`src/include/pts_defines.svh`:
```
`ifndef PTS_DEFINES_SVH
`define PTS_DEFINES_SVH

// Widths and group sizes
`define PTS_ADC_W       10
`define PTS_NMOM        16
`define PTS_NTOG        20
`define PTS_NPAD        16
`define PTS_NCTRL       7
`define PTS_TMR_W       25
`define PTS_FTMR_W      23
`define PTS_MOVE_THR    10'h008

// Timing and clock rate
`define PTS_CLK_HZ      20000000
`define PTS_BLINK_MS    1500
`define PTS_FLASH_MS    250
`define PTS_HOLD_MS     1000
`define PTS_FULL_MS     500
`define PTS_DIM_STEP_US 4000

// Stored settings layout and factory defaults
`define PTS_SET_W       6
`define PTS_SET_PROTO   0
`define PTS_SET_STEREO  1
`define PTS_SET_MLIM    2
`define PTS_SET_MICLIM  3
`define PTS_SET_TMO     4
`define PTS_SET_DEFAULT 6'h3e

`endif

```
`src/include/pts_pkg.sv`:
```
`include "pts_defines.svh"

package pts_pkg;

    typedef enum logic [1:0] {
        PTS_PG_VER = 2'h0,
        PTS_PG_BTN = 2'h1,
        PTS_PG_RST = 2'h2
    } pts_page_t;

    // Gray codes along blink, run, store, done, fail
    typedef enum logic [2:0] {
        PTS_PH_BLINK = 3'h0,
        PTS_PH_RUN   = 3'h1,
        PTS_PH_STORE = 3'h3,
        PTS_PH_DONE  = 3'h2,
        PTS_PH_FAIL  = 3'h6
    } pts_phase_t;

    typedef enum logic [1:0] {
        PTS_SW_IDLE = 2'h0,
        PTS_SW_FULL = 2'h1,
        PTS_SW_DIM  = 2'h3
    } pts_sweep_t;

    typedef enum logic [1:0] {
        PTS_TMO_OFF = 2'h0,
        PTS_TMO_1M  = 2'h1,
        PTS_TMO_5M  = 2'h2,
        PTS_TMO_10M = 2'h3
    } pts_timeout_t;

    typedef struct packed {
        pts_page_t                                    page;
        pts_phase_t                                   phase;
        logic [`PTS_TMR_W-1:0]                        tmr;
        logic [`PTS_FTMR_W-1:0]                       ftmr;
        logic                                         flash;
        logic                                         prev_l;
        logic                                         prev_r;
        logic                                         brw_prev;
        logic [`PTS_NTOG-1:0]                         tog_prev;
        logic [`PTS_NTOG-1:0]                         tog;
        pts_sweep_t                                   sweep;
        logic [7:0]                                   bright;
        logic [7:0]                                   pwm;
        logic [2:0]                                   enc;
        logic [1:0][`PTS_NCTRL-1:0][`PTS_ADC_W-1:0]   snap;
        logic [1:0][2:0]                              sel;
        logic [`PTS_SET_W-1:0]                        settings;
        logic                                         vendor;
        logic [2:0]                                   led_page;
        logic [`PTS_NMOM-1:0]                         led_mom;
        logic [`PTS_NTOG-1:0]                         led_tog;
        logic [1:0]                                   led_sync;
        logic [`PTS_NPAD-1:0]                         led_pad;
        logic [1:0]                                   led_marker;
        logic [1:0]                                   led_play;
        logic [3:0]                                   led_fx;
        logic [7:0]                                   led_enc;
        logic [1:0][4:0]                              led_ch;
        logic [4:0]                                   led_xf;
        logic [2:0][3:0]                              led_ver;
    } pts_state_t;

endpackage

```
`src/include/pts_bar_if.sv`:
```
`timescale 1ns/1ps
`include "pts_defines.svh"

// Position value in, bar of lit LEDs out
interface pts_bar_if #(parameter int N = 5);
    logic [`PTS_ADC_W-1:0] value;
    logic [N-1:0]          leds;
    modport src  (output value, input leds);
    modport conv (input value, output leds);
endinterface

```
`src/hw/pts_level.sv`:
```
`timescale 1ns/1ps
`include "pts_defines.svh"

module pts_level #(
    parameter int N = 5
) (
    pts_bar_if.conv bar
);
    localparam int PW = `PTS_ADC_W + 4;

    logic [PW-1:0] prod;
    logic [3:0]    cnt;

    // Scale to 0..N: minimum lights none, maximum all
    always_comb begin
        prod = PW'(bar.value) * PW'(N + 1);
        cnt  = prod[PW-1:`PTS_ADC_W];
    end

    // Thermometer fill from the first LED upward
    for (genvar i = 0; i < N; i++) begin : g_bit
        assign bar.leds[i] = (cnt > 4'(i));
    end
endmodule

```
`src/hw/pts_top.sv`:
```
`timescale 1ns/1ps
`include "pts_defines.svh"
// Notes on behaviour
// Left page button steps to previous page
// Right page button steps to next page
// New page blinks red, then tests start
// Version shown as three decimal digit groups
// All dark digit group means zero
// Plain lit buttons light while held
// Mode and pad buttons toggle their LED
// Track select press: all on, dim, off
// Lit LED count follows control position
// Effect knob on four LEDs from left
// Both encoders shown on eight LEDs
// Channel controls on five LEDs per channel
// Crossfader far right none, far left all
// One second dual sync hold restores defaults
// Both sync held lights both sync LEDs
// Successful reset lights all pads red
// Failed reset flashes the sync LEDs
// Defaults stereo, limiters on, ten minutes idle
// Auto protocol picks vendor mode when present
// Hold counter restarts on any sync release
module pts_top
    import pts_pkg::*;
#(
    parameter int unsigned BLINK_CYC = `PTS_BLINK_MS * (`PTS_CLK_HZ / 1000),
    parameter int unsigned FLASH_CYC = `PTS_FLASH_MS * (`PTS_CLK_HZ / 1000),
    parameter int unsigned HOLD_CYC  = `PTS_HOLD_MS * (`PTS_CLK_HZ / 1000),
    parameter int unsigned FULL_CYC  = `PTS_FULL_MS * (`PTS_CLK_HZ / 1000),
    parameter int unsigned STEP_CYC  =
        `PTS_DIM_STEP_US * (`PTS_CLK_HZ / 1000000)
) (
    input  wire logic                                  CLOCK,
    input  wire logic                                  RST_N,
    input  wire logic                                  PAGE_PREV_BTN,
    input  wire logic                                  PAGE_NEXT_BTN,
    input  wire logic [`PTS_ADC_W-1:0]                 FW_VERSION,
    input  wire logic [`PTS_NMOM-1:0]                  BTN_MOMENT,
    input  wire logic [`PTS_NTOG-1:0]                  BTN_TOGGLE,
    input  wire logic [1:0]                            SYNC_BTN,
    input  wire logic [1:0]                            LOAD_BTN,
    input  wire logic [1:0]                            PLATTER_TOUCH,
    input  wire logic                                  TRACK_SELECT_PRESS,
    input  wire logic                                  TRACK_SELECT_CW,
    input  wire logic                                  TRACK_SELECT_CCW,
    input  wire logic                                  PLATTER_WHEEL_CW,
    input  wire logic                                  PLATTER_WHEEL_CCW,
    input  wire logic [`PTS_ADC_W-1:0]                 EFFECT_AMOUNT_ADC,
    input  wire logic [1:0][`PTS_NCTRL-1:0][`PTS_ADC_W-1:0] CH_ADC,
    input  wire logic [`PTS_ADC_W-1:0]                 XFADE_ADC,
    input  wire logic                                  STORE_ACK,
    input  wire logic                                  STORE_ERR,
    input  wire logic                                  SET_WE,
    input  wire logic [`PTS_SET_W-1:0]                 SET_DATA,
    input  wire logic                                  VENDOR_APP_PRESENT,
    output logic                                       STORE_REQ,
    output logic [`PTS_SET_W-1:0]                      SETTINGS,
    output logic                                       PROTO_GENERIC,
    output logic                                       MONO_STEREO,
    output logic                                       MASTER_LIMIT_EN,
    output logic                                       MIC_LIMIT_EN,
    output logic [1:0]                                 IDLE_SHOWCASE_TIMEOUT,
    output logic                                       VENDOR_MODE_ACTIVE,
    output logic [2:0]                                 LED_PAGE_RED,
    output logic [`PTS_NMOM-1:0]                       LED_MOMENT,
    output logic [`PTS_NTOG-1:0]                       LED_TOGGLE,
    output logic [1:0]                                 LED_SYNC,
    output logic [`PTS_NPAD-1:0]                       LED_PAD_RED,
    output logic [1:0]                                 LED_MARKER,
    output logic [1:0]                                 LED_PLAY,
    output logic [3:0]                                 LED_EFFECT,
    output logic [7:0]                                 LED_ENCODER,
    output logic [1:0][4:0]                            LED_CHANNEL,
    output logic [4:0]                                 LED_XFADE,
    output logic [2:0][3:0]                            LED_VERSION
);
    localparam int TW = `PTS_TMR_W;
    localparam int FW = `PTS_FTMR_W;

    pts_state_t      s_q;
    pts_state_t      s_d;
    logic [3:0]      fx_leds;
    logic [1:0][4:0] ch_leds;
    logic [4:0]      xf_leds;

    // Binary to three decimal digits, valid up to 999
    function automatic logic [2:0][3:0] to_dec(input logic [9:0] v);
        logic [9:0] r;
        logic [3:0] h;
        logic [3:0] t;
        r = v;
        h = 4'h0;
        t = 4'h0;
        for (int i = 0; i < 9; i++) begin
            if (r >= 10'd100) begin
                r = r - 10'd100;
                h = h + 4'h1;
            end
        end
        for (int i = 0; i < 9; i++) begin
            if (r >= 10'd10) begin
                r = r - 10'd10;
                t = t + 4'h1;
            end
        end
        return {h, t, r[3:0]};
    endfunction

    // Movement beyond a small dead band, so ADC noise does not steal focus
    function automatic logic moved(input logic [9:0] a, input logic [9:0] b);
        return (a > b) ? ((a - b) > `PTS_MOVE_THR)
                       : ((b - a) > `PTS_MOVE_THR);
    endfunction

    // Bar converters: effect knob, each channel, crossfader
    pts_bar_if #(.N(4)) fx_bar();
    assign fx_bar.value = EFFECT_AMOUNT_ADC;
    assign fx_leds      = fx_bar.leds;
    pts_level #(.N(4)) u_fx (.bar(fx_bar));

    for (genvar c = 0; c < 2; c++) begin : g_ch
        pts_bar_if #(.N(5)) bar();
        assign bar.value  = CH_ADC[c][s_q.sel[c]];
        assign ch_leds[c] = bar.leds;
        pts_level #(.N(5)) u_lvl (.bar(bar));
    end

    // ADC rises to the right, bar fills to the left
    pts_bar_if #(.N(5)) xf_bar();
    assign xf_bar.value = ~XFADE_ADC;
    assign xf_leds      = xf_bar.leds;
    pts_level #(.N(5)) u_xf (.bar(xf_bar));

    // Next-state logic for the whole sequencer
    always_comb begin
        logic       rise_l;
        logic       rise_r;
        logic       both;
        logic       g_on;
        logic       g_norm;
        logic [2:0] onehot;
        rise_l = 1'b0;
        rise_r = 1'b0;
        both   = 1'b0;
        g_on   = 1'b0;
        g_norm = 1'b0;
        onehot = 3'h0;
        s_d = s_q;
        rise_l = PAGE_PREV_BTN & ~s_q.prev_l;
        rise_r = PAGE_NEXT_BTN & ~s_q.prev_r;
        both   = &SYNC_BTN;
        s_d.prev_l   = PAGE_PREV_BTN;
        s_d.prev_r   = PAGE_NEXT_BTN;
        s_d.brw_prev = TRACK_SELECT_PRESS;
        s_d.tog_prev = BTN_TOGGLE;
        s_d.pwm      = s_q.pwm + 8'h01;

        // Settings path and auto protocol choice
        if (SET_WE && s_q.phase != PTS_PH_STORE) begin
            s_d.settings = SET_DATA;
        end
        s_d.vendor = ~s_q.settings[`PTS_SET_PROTO] & VENDOR_APP_PRESENT;

        // Encoder position, both encoders step one shared count; clockwise wins a tie
        if (TRACK_SELECT_CW | PLATTER_WHEEL_CW) begin
            s_d.enc = s_q.enc + 3'h1;
        end else if (TRACK_SELECT_CCW | PLATTER_WHEEL_CCW) begin
            s_d.enc = s_q.enc - 3'h1;
        end

        // Most recently moved control per channel owns the channel bar
        for (int c = 0; c < 2; c++) begin
            for (int k = 0; k < `PTS_NCTRL; k++) begin
                if (moved(CH_ADC[c][k], s_q.snap[c][k])) begin
                    s_d.snap[c][k] = CH_ADC[c][k];
                    s_d.sel[c]     = 3'(k);
                end
            end
        end

        // Phase sequencing
        case (s_q.phase)
            PTS_PH_BLINK: begin
                s_d.tmr = s_q.tmr + TW'(1);
                s_d.ftmr = s_q.ftmr + FW'(1);
                if (s_q.ftmr == FW'(FLASH_CYC - 1)) begin
                    s_d.ftmr  = '0;
                    s_d.flash = ~s_q.flash;
                end
                // Test activity waits for the blink to end dark
                if (s_q.tmr == TW'(BLINK_CYC - 1)) begin
                    s_d.tmr   = '0;
                    s_d.flash = 1'b0;
                    s_d.phase = PTS_PH_RUN;
                end
            end
            PTS_PH_RUN: begin
                if (s_q.page == PTS_PG_RST) begin
                    // Any release restarts the one second hold
                    if (!both) begin
                        s_d.tmr = '0;
                    end else if (s_q.tmr == TW'(HOLD_CYC - 1)) begin
                        s_d.tmr      = '0;
                        s_d.settings = `PTS_SET_DEFAULT;
                        s_d.phase    = PTS_PH_STORE;
                    end else begin
                        s_d.tmr = s_q.tmr + TW'(1);
                    end
                end else if (s_q.page == PTS_PG_BTN) begin
                    // Toggle group flips on each press edge
                    s_d.tog = s_q.tog ^ (BTN_TOGGLE & ~s_q.tog_prev);
                    case (s_q.sweep)
                        PTS_SW_IDLE: begin
                            if (TRACK_SELECT_PRESS && !s_q.brw_prev) begin
                                s_d.sweep = PTS_SW_FULL;
                                s_d.tmr   = '0;
                            end
                        end
                        PTS_SW_FULL: begin
                            s_d.tmr = s_q.tmr + TW'(1);
                            if (s_q.tmr == TW'(FULL_CYC - 1)) begin
                                s_d.tmr    = '0;
                                s_d.bright = 8'hff;
                                s_d.sweep  = PTS_SW_DIM;
                            end
                        end
                        PTS_SW_DIM: begin
                            s_d.tmr = s_q.tmr + TW'(1);
                            if (s_q.tmr == TW'(STEP_CYC - 1)) begin
                                s_d.tmr    = '0;
                                s_d.bright = s_q.bright - 8'h01;
                                if (s_q.bright == 8'h01) begin
                                    s_d.sweep = PTS_SW_IDLE;
                                end
                            end
                        end
                        default: s_d.sweep = PTS_SW_IDLE;
                    endcase
                end
            end
            PTS_PH_STORE: begin
                // Error wins if both answers arrive together
                if (STORE_ERR) begin
                    s_d.phase = PTS_PH_FAIL;
                end else if (STORE_ACK) begin
                    s_d.phase = PTS_PH_DONE;
                end
            end
            PTS_PH_FAIL: begin
                s_d.ftmr = s_q.ftmr + FW'(1);
                if (s_q.ftmr == FW'(FLASH_CYC - 1)) begin
                    s_d.ftmr  = '0;
                    s_d.flash = ~s_q.flash;
                end
            end
            PTS_PH_DONE: begin
            end
            default: s_d.phase = PTS_PH_BLINK;
        endcase

        // Page stepping; a store in flight is never abandoned
        if (s_q.phase != PTS_PH_STORE && (rise_l ^ rise_r)) begin
            case (s_q.page)
                PTS_PG_VER: s_d.page = rise_l ? PTS_PG_RST : PTS_PG_BTN;
                PTS_PG_BTN: s_d.page = rise_l ? PTS_PG_VER : PTS_PG_RST;
                default:    s_d.page = rise_l ? PTS_PG_BTN : PTS_PG_VER;
            endcase
            s_d.phase = PTS_PH_BLINK;
            s_d.tmr   = '0;
            s_d.ftmr  = '0;
            s_d.flash = 1'b1;
            s_d.tog   = '0;
            s_d.sweep = PTS_SW_IDLE;
        end

        // LED images, all registered
        case (s_d.page)
            PTS_PG_VER: onehot = 3'h1;
            PTS_PG_BTN: onehot = 3'h2;
            default:    onehot = 3'h4;
        endcase
        s_d.led_page = (s_d.phase == PTS_PH_BLINK && s_d.flash) ?
                       onehot : 3'h0;
        g_norm = (s_q.sweep == PTS_SW_IDLE);
        g_on   = (s_q.sweep == PTS_SW_FULL) ||
                 (s_q.bright > s_q.pwm);
        s_d.led_mom    = '0;
        s_d.led_tog    = '0;
        s_d.led_sync   = 2'h0;
        s_d.led_pad    = '0;
        s_d.led_marker = 2'h0;
        s_d.led_play   = 2'h0;
        s_d.led_fx     = 4'h0;
        s_d.led_enc    = 8'h00;
        s_d.led_ch     = '0;
        s_d.led_xf     = 5'h00;
        s_d.led_ver    = '0;
        if (s_d.phase != PTS_PH_BLINK) begin
            if (s_d.page == PTS_PG_VER) begin
                // Binary count per group, so zero leaves it dark
                s_d.led_ver = to_dec(FW_VERSION);
            end else if (s_d.page == PTS_PG_BTN) begin
                s_d.led_mom = g_norm ? BTN_MOMENT : {`PTS_NMOM{g_on}};
                s_d.led_tog = g_norm ? s_d.tog : {`PTS_NTOG{g_on}};
                s_d.led_sync   = g_norm ? SYNC_BTN : {2{g_on}};
                s_d.led_marker = g_norm ? LOAD_BTN : {2{g_on}};
                s_d.led_play   = g_norm ? PLATTER_TOUCH : {2{g_on}};
                s_d.led_fx  = g_norm ? fx_leds : {4{g_on}};
                s_d.led_enc = g_norm ? (8'h01 << s_d.enc) : {8{g_on}};
                s_d.led_ch  = g_norm ? ch_leds : {10{g_on}};
                s_d.led_xf  = g_norm ? xf_leds : {5{g_on}};
            end else begin
                if (s_d.phase == PTS_PH_FAIL) begin
                    s_d.led_sync = {2{s_d.flash}};
                end else if (both) begin
                    s_d.led_sync = 2'h3;
                end
                if (s_d.phase == PTS_PH_DONE) begin
                    s_d.led_pad = '1;
                end
            end
        end
    end

    // Single state register; reset loads factory defaults
    always_ff @(posedge CLOCK) begin
        if (!RST_N) begin
            s_q          <= '0;
            s_q.settings <= `PTS_SET_DEFAULT;
            s_q.flash    <= 1'b1;
        end else begin
            s_q <= s_d;
        end
    end

    // Port drive straight from the state register
    assign STORE_REQ             = (s_q.phase == PTS_PH_STORE);
    assign SETTINGS              = s_q.settings;
    assign PROTO_GENERIC         = s_q.settings[`PTS_SET_PROTO];
    assign MONO_STEREO           = s_q.settings[`PTS_SET_STEREO];
    assign MASTER_LIMIT_EN       = s_q.settings[`PTS_SET_MLIM];
    assign MIC_LIMIT_EN          = s_q.settings[`PTS_SET_MICLIM];
    assign IDLE_SHOWCASE_TIMEOUT = s_q.settings[`PTS_SET_TMO +: 2];
    assign VENDOR_MODE_ACTIVE    = s_q.vendor;
    assign LED_PAGE_RED          = s_q.led_page;
    assign LED_MOMENT            = s_q.led_mom;
    assign LED_TOGGLE            = s_q.led_tog;
    assign LED_SYNC              = s_q.led_sync;
    assign LED_PAD_RED           = s_q.led_pad;
    assign LED_MARKER            = s_q.led_marker;
    assign LED_PLAY              = s_q.led_play;
    assign LED_EFFECT            = s_q.led_fx;
    assign LED_ENCODER           = s_q.led_enc;
    assign LED_CHANNEL           = s_q.led_ch;
    assign LED_XFADE             = s_q.led_xf;
    assign LED_VERSION           = s_q.led_ver;
endmodule

```
`config.mk`:
```
export PLATFORM = sky130hd
export DESIGN_NAME = pts_top
export DESIGN_NICKNAME = d
export VERILOG_FILES = /design/src/include/pts_pkg.sv /design/src/include/pts_bar_if.sv /design/src/hw/pts_level.sv /design/src/hw/pts_top.sv
export VERILOG_INCLUDE_DIRS = /design/src /design/src/include
export SDC_FILE = /design/constraint.sdc
export NUM_CORES = 1
export LEC_CHECK = 0
export ABC_AREA = 1
export BUFFER_PORTS_ARGS = -buffer_cell sky130_fd_sc_hd__buf_2
export CORE_MARGIN = 4
export CORE_UTILIZATION = 45
export DETAILED_ROUTE_END_ITERATION = 8
export PLACE_DENSITY = 0.74
export SLEW_MARGIN = 40
export SYNTH_ARGS = -nofsm -noshare
export SYNTH_HDL_FRONTEND = slang
export SYNTH_HIERARCHICAL = 1
export SYNTH_SLANG_ARGS = --single-unit
```
`constraint.sdc`:
```
create_clock -name CLOCK -period 32.2 [get_ports CLOCK]
set_clock_uncertainty 0.2 [all_clocks]
set_input_delay 1.61 -clock CLOCK [delete_from_list [all_inputs] [get_ports CLOCK]]
set_output_delay 1.61 -clock CLOCK [all_outputs]
set_load 0.1 [all_outputs]
```
# [Yosys cells after proc, flatten, opt, wreduce, memory -nomap -nowiden]
# Index checks and enable logic that the tools add are counted.
[totals] register_bits=371 input_bits=231
[classes] addsub=68 mul=4 n_lt_le_gt_ge=82 eq_ne=25 n_shift=1 mux=189 bitwise=18 n_reduce_logical=32
[ops] op="two-way mux 10 bit" n=56
[ops] op="> comparator 10 x 4 -> 1 bit (second input constant)" n=28
[ops] op="subtractor 10 bit" n=28
[ops] op="two-way mux 4 bit" n=50
[ops] op="two-way mux 25 bit" n=7
[ops] op="> comparator 10 bit" n=14
[ops] op="greater-or-equal comparator 10 x 4 -> 1 bit (second input constant)" n=9
[ops] op="greater-or-equal comparator 10 x 7 -> 1 bit (second input constant)" n=9
[ops] op="two-way mux 30 bit" n=3
[ops] op="subtractor 10 x 7 -> 10 bit (second input constant)" n=9
[ops] op="subtractor 10 x 4 -> 10 bit (second input constant)" n=8
[ops] op="one-hot mux 25 bit (3 select lines)" n=1
[ops] op="adder 4 x 1 -> 4 bit (second input constant)" n=16
[ops] op="two-way mux 3 bit" n=21
[ops] op="binary-select mux 10 bit (select 3 bit)" n=2
[ops] op="two-way mux 54 bit" n=1
[ops] op="equality test 25 bit (second input constant)" n=2
[ops] op="one-hot mux 25 bit (2 select lines)" n=1
[ops] op="one-hot mux 24 bit (2 select lines)" n=1
[ops] op="multiplier 10 x 2 -> 12 bit (second input constant)" n=3
[ops] op="two-way mux 16 bit" n=2
[ops] op="two-way mux 6 bit" n=5
[ops] op="two-way mux 28 bit" n=1
[ops] op="adder 25 x 1 -> 25 bit (second input constant)" n=1
[ops] op="other kinds (64)" n=141

# [Longest topological paths before layout]
[logic_depth] ltp_word=77 mapped_depth=174 ltp_nobuf=166

# [Modules after synthesis]
# The synthesis kept the hierarchy.
[modules_own_cells] mod="pts_top" n_inst=1 cells_per_inst=5023 area_each_um2=34291.6 seq_area_each_um2=7126.8
[modules_own_cells] mod="pts_level at g_ch[0].u_lvl ..." n_inst=3 cells_per_inst=71 area_each_um2=430.4 seq_area_each_um2=0.0
[modules_own_cells] mod="pts_level at u_fx" n_inst=1 cells_per_inst=72 area_each_um2=439.2 seq_area_each_um2=0.0

# [Worst setup path after synthesis]
# No wires, ideal clock.
[synth_path] kind="input port to flip-flop" startpoint="input FW_VERSION[2]" endpoint="register s_q, in the netlist LED_VERSION[6]" setup_time_ns=0.121 t_arrival_ns=17.226 t_required_ns=31.879 slack_ns=14.653 stages=170 n_path_buf=11 cell_sequence="inv_1 > ha_1 > nand2_4 > nand2_4 > nand3_4 > nand2_1 > nand2_1 > inv_1 > ha_1 > inv_1 > nor2_1 > nand3_1 > nor2_1 > nand2_4 > nand3_4 > nand2_1 > nand2_2 > ha_1 > (+134 left out) > nor2_2 > buf_4 > nand2_2 > nand2_4 > ha_1 > inv_1 > nor2_1 > nand3_1 > nor2_1 > nand2_1 > nand3_4 > nand2_1 > nand2_1 > inv_1 > ha_1 > xor2_1 > nand2_1 > a21oi_1"
[synth_via] elab_chain_cells=70
[synth_rtl] element="start, declared" line="pts_top.sv:38" rtl="input wire logic [`PTS_ADC_W-1:0] FW_VERSION,"
[synth_rtl] element="subtractor 10 x 7 -> 10 bit / greater-or-equal comparator 10 x 7 -> 1 bit (equally long branches)" line="pts_top.sv:97, pts_top.sv:96"
[synth_rtl] element="two-way mux 10 bit *" line="pts_top.sv:96" rtl="if (r >= 10'd100) begin"
[synth_rtl] element="two-way mux 10 bit *" line="pts_top.sv:300" rtl="if (s_d.page == PTS_PG_VER) begin"
[synth_rtl] element="two-way mux 10 bit *" line="pts_top.sv:299" rtl="if (s_d.phase != PTS_PH_BLINK) begin"
[synth_rtl] element="subtractor 10 x 7 -> 10 bit / greater-or-equal comparator 10 x 7 -> 1 bit (equally long branches)" line="pts_top.sv:97, pts_top.sv:96"
[synth_rtl] element="two-way mux 10 bit *" line="pts_top.sv:96"
[synth_rtl] element="two-way mux 10 bit *" line="pts_top.sv:300"
[synth_rtl] element="two-way mux 10 bit *" line="pts_top.sv:299"
[synth_rtl] element="(+54 left out)"
[synth_rtl] element="two-way mux 10 bit / two-way mux 4 bit (equally long branches)" line="pts_top.sv:300"
[synth_rtl] element="two-way mux 10 bit / two-way mux 4 bit (equally long branches)" line="pts_top.sv:299"
[synth_rtl] element="subtractor 10 x 4 -> 10 bit, or another cell as far along" line="pts_top.sv:103" rtl="r = r - 10'd10;"
[synth_rtl] element="two-way mux 10 bit / two-way mux 4 bit (equally long branches)" line="pts_top.sv:102" rtl="if (r >= 10'd10) begin"
[synth_rtl] element="two-way mux 10 bit / two-way mux 4 bit (equally long branches)" line="pts_top.sv:300"
[synth_rtl] element="two-way mux 10 bit / two-way mux 4 bit (equally long branches)" line="pts_top.sv:299"
[synth_rtl] element="greater-or-equal comparator 10 x 4 -> 1 bit / adder 4 x 1 -> 4 bit (equally long branches)" line="pts_top.sv:102, pts_top.sv:104"
[synth_rtl] element="two-way mux 4 bit *" line="pts_top.sv:102"
[synth_rtl] element="end, declared" line="pts_top.sv:81" rtl="pts_state_t s_q;"
# Every way passes the cells marked *; elsewhere a longest branch is shown, timed or not. The select of a mux whose other input is x is not followed.
# A chain may end at the register's enable or synchronous reset.

# [Worst setup path in the final report]
[layout_path] startpoint="input FW_VERSION[0]" endpoint="register s_q, in the netlist LED_VERSION[6]"
# Same word-level chain as after synthesis.

==> impl_results.md <==
- Met3 usage: 2.42%
- Num CTS Buffers: 45
- Number of antenna violations at the first check in global routing: 9
- Worst Path Class, Setup: in2reg
- # rows: 103
- Post-DP Area: 37,500 um2
- Setup WS post-layout: 12.25 ns
- Slowest CP cell: nor2_2
- Syn Std Cell Area: 36,000 um2
- WP data arrival: 20.20 ns
- CTS root buffer: clkbuf_16
- CP max FO: 15
- Number of global-route vias before repair: 31,542
- Final ANT Viol Nets: 0
- Final setup vio count: 0
- Area grow syn2layout: 8.75%
- Top cells by area, synth: dfxtp_1 20%, ha_1 13%, nand2_1 9.3%
- Fill cells: 7,948
- Core box area: 79,100 um2
- DRC violations left: 0
- Reg2Reg Setup Slack: 28.01 ns
- Dpl hpwl: 72,900 um
- Post-route setup TNS: 0 ns
- Final GP Congestion: 0.928
- Share of layout cells above drive strength 1: 16.2%
- I/O pin cnt: 345
- Setup bufs post-CTS: 0
- Fin. max-slew vios: 0
- Crit end category: register
- GRT Max-Usage Layer: met2
- Number of flops mapped to enable cells by yosys: 0
- DR iter-0 viols: 2,474
- Status: completed
- Post-Syn Instances: 5,308
- Clk sinks: 356
- First-pass GRT wire length: 153,000 um
- Synth cell count leaders: 896 x nand2_1, 761 x inv_1, 538 x a21oi_1, 383 x nor2_1, 381 x o21ai_0
- Vias per cell: 5.16
- CP max stage delay: 0.47 ns
- Total track usage: 21.0%
- Nets: 6,038
- Most used cell, CP: nand2_1
- Clock transition at path regs: 0.06 ns
- Hold buffers post-CTS: 0
- Most common cell in the netlist: nand2_1
- Synth area leader: dfxtp_1
- Largest net degree at the start of global routing: 71
- Slew margin rel.: 45.9%
- Length of the first detailed-routing pass in iterations: 6
- Port buffer count: 344
- Total wire length: 92,500 um
- Dominant synthesized flop cell: dfxtp_1
- Grt ovf: 0
- Clk Latency, worst-skew pair: 0.59 ns
- Syn nets: 5,928
- Worst EP required: 32.45 ns
- Seq cells post-synth: 356
- CTS tree: done
- Die area: 84,600 um2
- Die Ht: 291 um
- Max Clk Rate: 0.0501 GHz
- RSZ-0062 raised after global routing: false
- Synth cell types: 70
- Syn avg cell area: 6.79 um2
- Final Hold Vio Count: 0
- Grt met1 use: 27.4%
- Hold WC Path Type: reg2reg
- Clock Path Buffers: 3
- Slew @ Worst Pin: 0.811 ns
- Seq/Total Area, Yosys: 19.8%
- Post-synth top area share: 19.8%
- Finished Cell Area: 39,200 um2
- CTS H-tree depth: 2
- Initial Utilization: 45.5%
- Wire per inst: 14.2 um
- FFs w/ async S/R, synth: 0%
- Pre-CTS WS: 11.62 ns
- # Max-Cap Violations: 0
- Via count of the routed design: 33,634
- Routing usage on met2: 36.6%
- Crit share post-route: 61.9%
- CP startpoint kind: input pin
- Minimum clock period: 19.95 ns
- Syn. warnings: 6
- Die width: 291 um
- Post-cts resize count: 0
layout by cell type (no fill, tap or decap), types with 9 or more instances in the layout:
master,netlist,layout
a2111oi_0,18,10
a21oi_1,538,538
a21oi_4,9,9
a31oi_1,17,17
a32oi_1,18,18
buf_2,0,343
buf_4,109,15
clkbuf_16,0,45
dfxtp_1,356,356
fa_1,14,14
ha_1,375,375
inv_1,761,761
inv_2,35,35
nand2_1,896,894
nand2_2,133,135
nand2_4,83,83
nand3_1,213,213
nand3_2,46,46
nand3_4,16,16
nand3b_1,24,24
nand4_1,118,118
nor2_1,383,382
nor2_2,38,38
nor2_4,26,27
nor2_8,11,11
nor3_1,58,55
nor3b_1,12,12
nor4_1,13,13
nor4b_1,20,20
o211ai_1,11,11
o21ai_0,381,378
o221ai_1,45,45
o31ai_1,10,10
or2_2,9,9
xnor2_1,50,50
xor2_1,166,166
critical path: cells and delay by family:
family | cells | cell delay (ns)
simple gates | 112 | 13.38
fa+ha+maj | 17 | 2.94
buf+inv | 28 | 2.03
xor+xnor | 1 | 0.16
compound gates | 1 | 0.06
cells by family after synthesis:
kind of cell    Yosys count  synth area share (%)
simple gates           2122                  30.4
compound gates         1116                  17.5
buf+inv                1109                  13.2
fa+ha+maj               389                  13.8
flops                   356                  19.8
xor+xnor                216                  5.25
flip-flops by register name (all words and copies together) (netlist names):
register            cells
LED_PAGE_RED            3
VENDOR_MODE_ACTIVE      1
LED_CHANNEL            10
s_q                   264
SETTINGS                6
LED_SYNC                2
LED_VERSION            12
LED_MARKER              2
LED_PAD_RED             1
LED_PLAY                2
LED_TOGGLE             20
LED_EFFECT              4
LED_ENCODER             8
LED_XFADE               5
LED_MOMENT             16
worst paths after layout:
| kind | to | from | cells past startpoint |
|---|---|---|---|
| worst max-delay path | LED_VERSION[6]$_SDFF_PN0_ | FW_VERSION[0] | 159 |
| worst min-delay path | s_q[122]$_SDFFE_PN0P_ | s_q[122]$_SDFFE_PN0P_ | 2 |
| worst max register to register | s_q[108]$_SDFFE_PN0P_ | s_q[125]$_SDFFE_PN0P_ | 16 |
| worst min register to register | s_q[122]$_SDFFE_PN0P_ | s_q[122]$_SDFFE_PN0P_ | 2 |
routing by layer:
layer	wire length (um)	part of all wire, %
met1	42100	46
met5	9	0.0097
met2	44600	48
met4	2020	2.2
met3	3810	4.1
per-stage QoR:
stage | cells | hold WS, ns | utilization [%]
after CTS | 6504 | 0.260 | 49.5
after global placement | 6421 | 0.244 | 47.4
after detailed placement | 6421 | 0.247 | 47.4
after floorplan | 5308 | 0.233 | -
final | 6512 | 0.256 | 49.5
after global routing | 6512 | 0.270 | 49.5
area by class of cell:
cell class / instances / area, um2 / area share [%]
Multi-Input combinational cell: 3843 / 24200 / 61.7
Sequential cell: 356 / 7130 / 18.2
Inverter: 814 / 3090 / 7.89
Timing Repair Buffer: 358 / 1830 / 4.67
Tap cell: 1050 / 1310 / 3.35
Clock buffer: 58 / 1230 / 3.15
Clock inverter: 25 / 379 / 0.968
Antenna cell: 8 / 20.0 / 0.0511
Power is not shown: default switching activity piles up to over one toggle a cycle in this logic, so the estimate is an artifact.
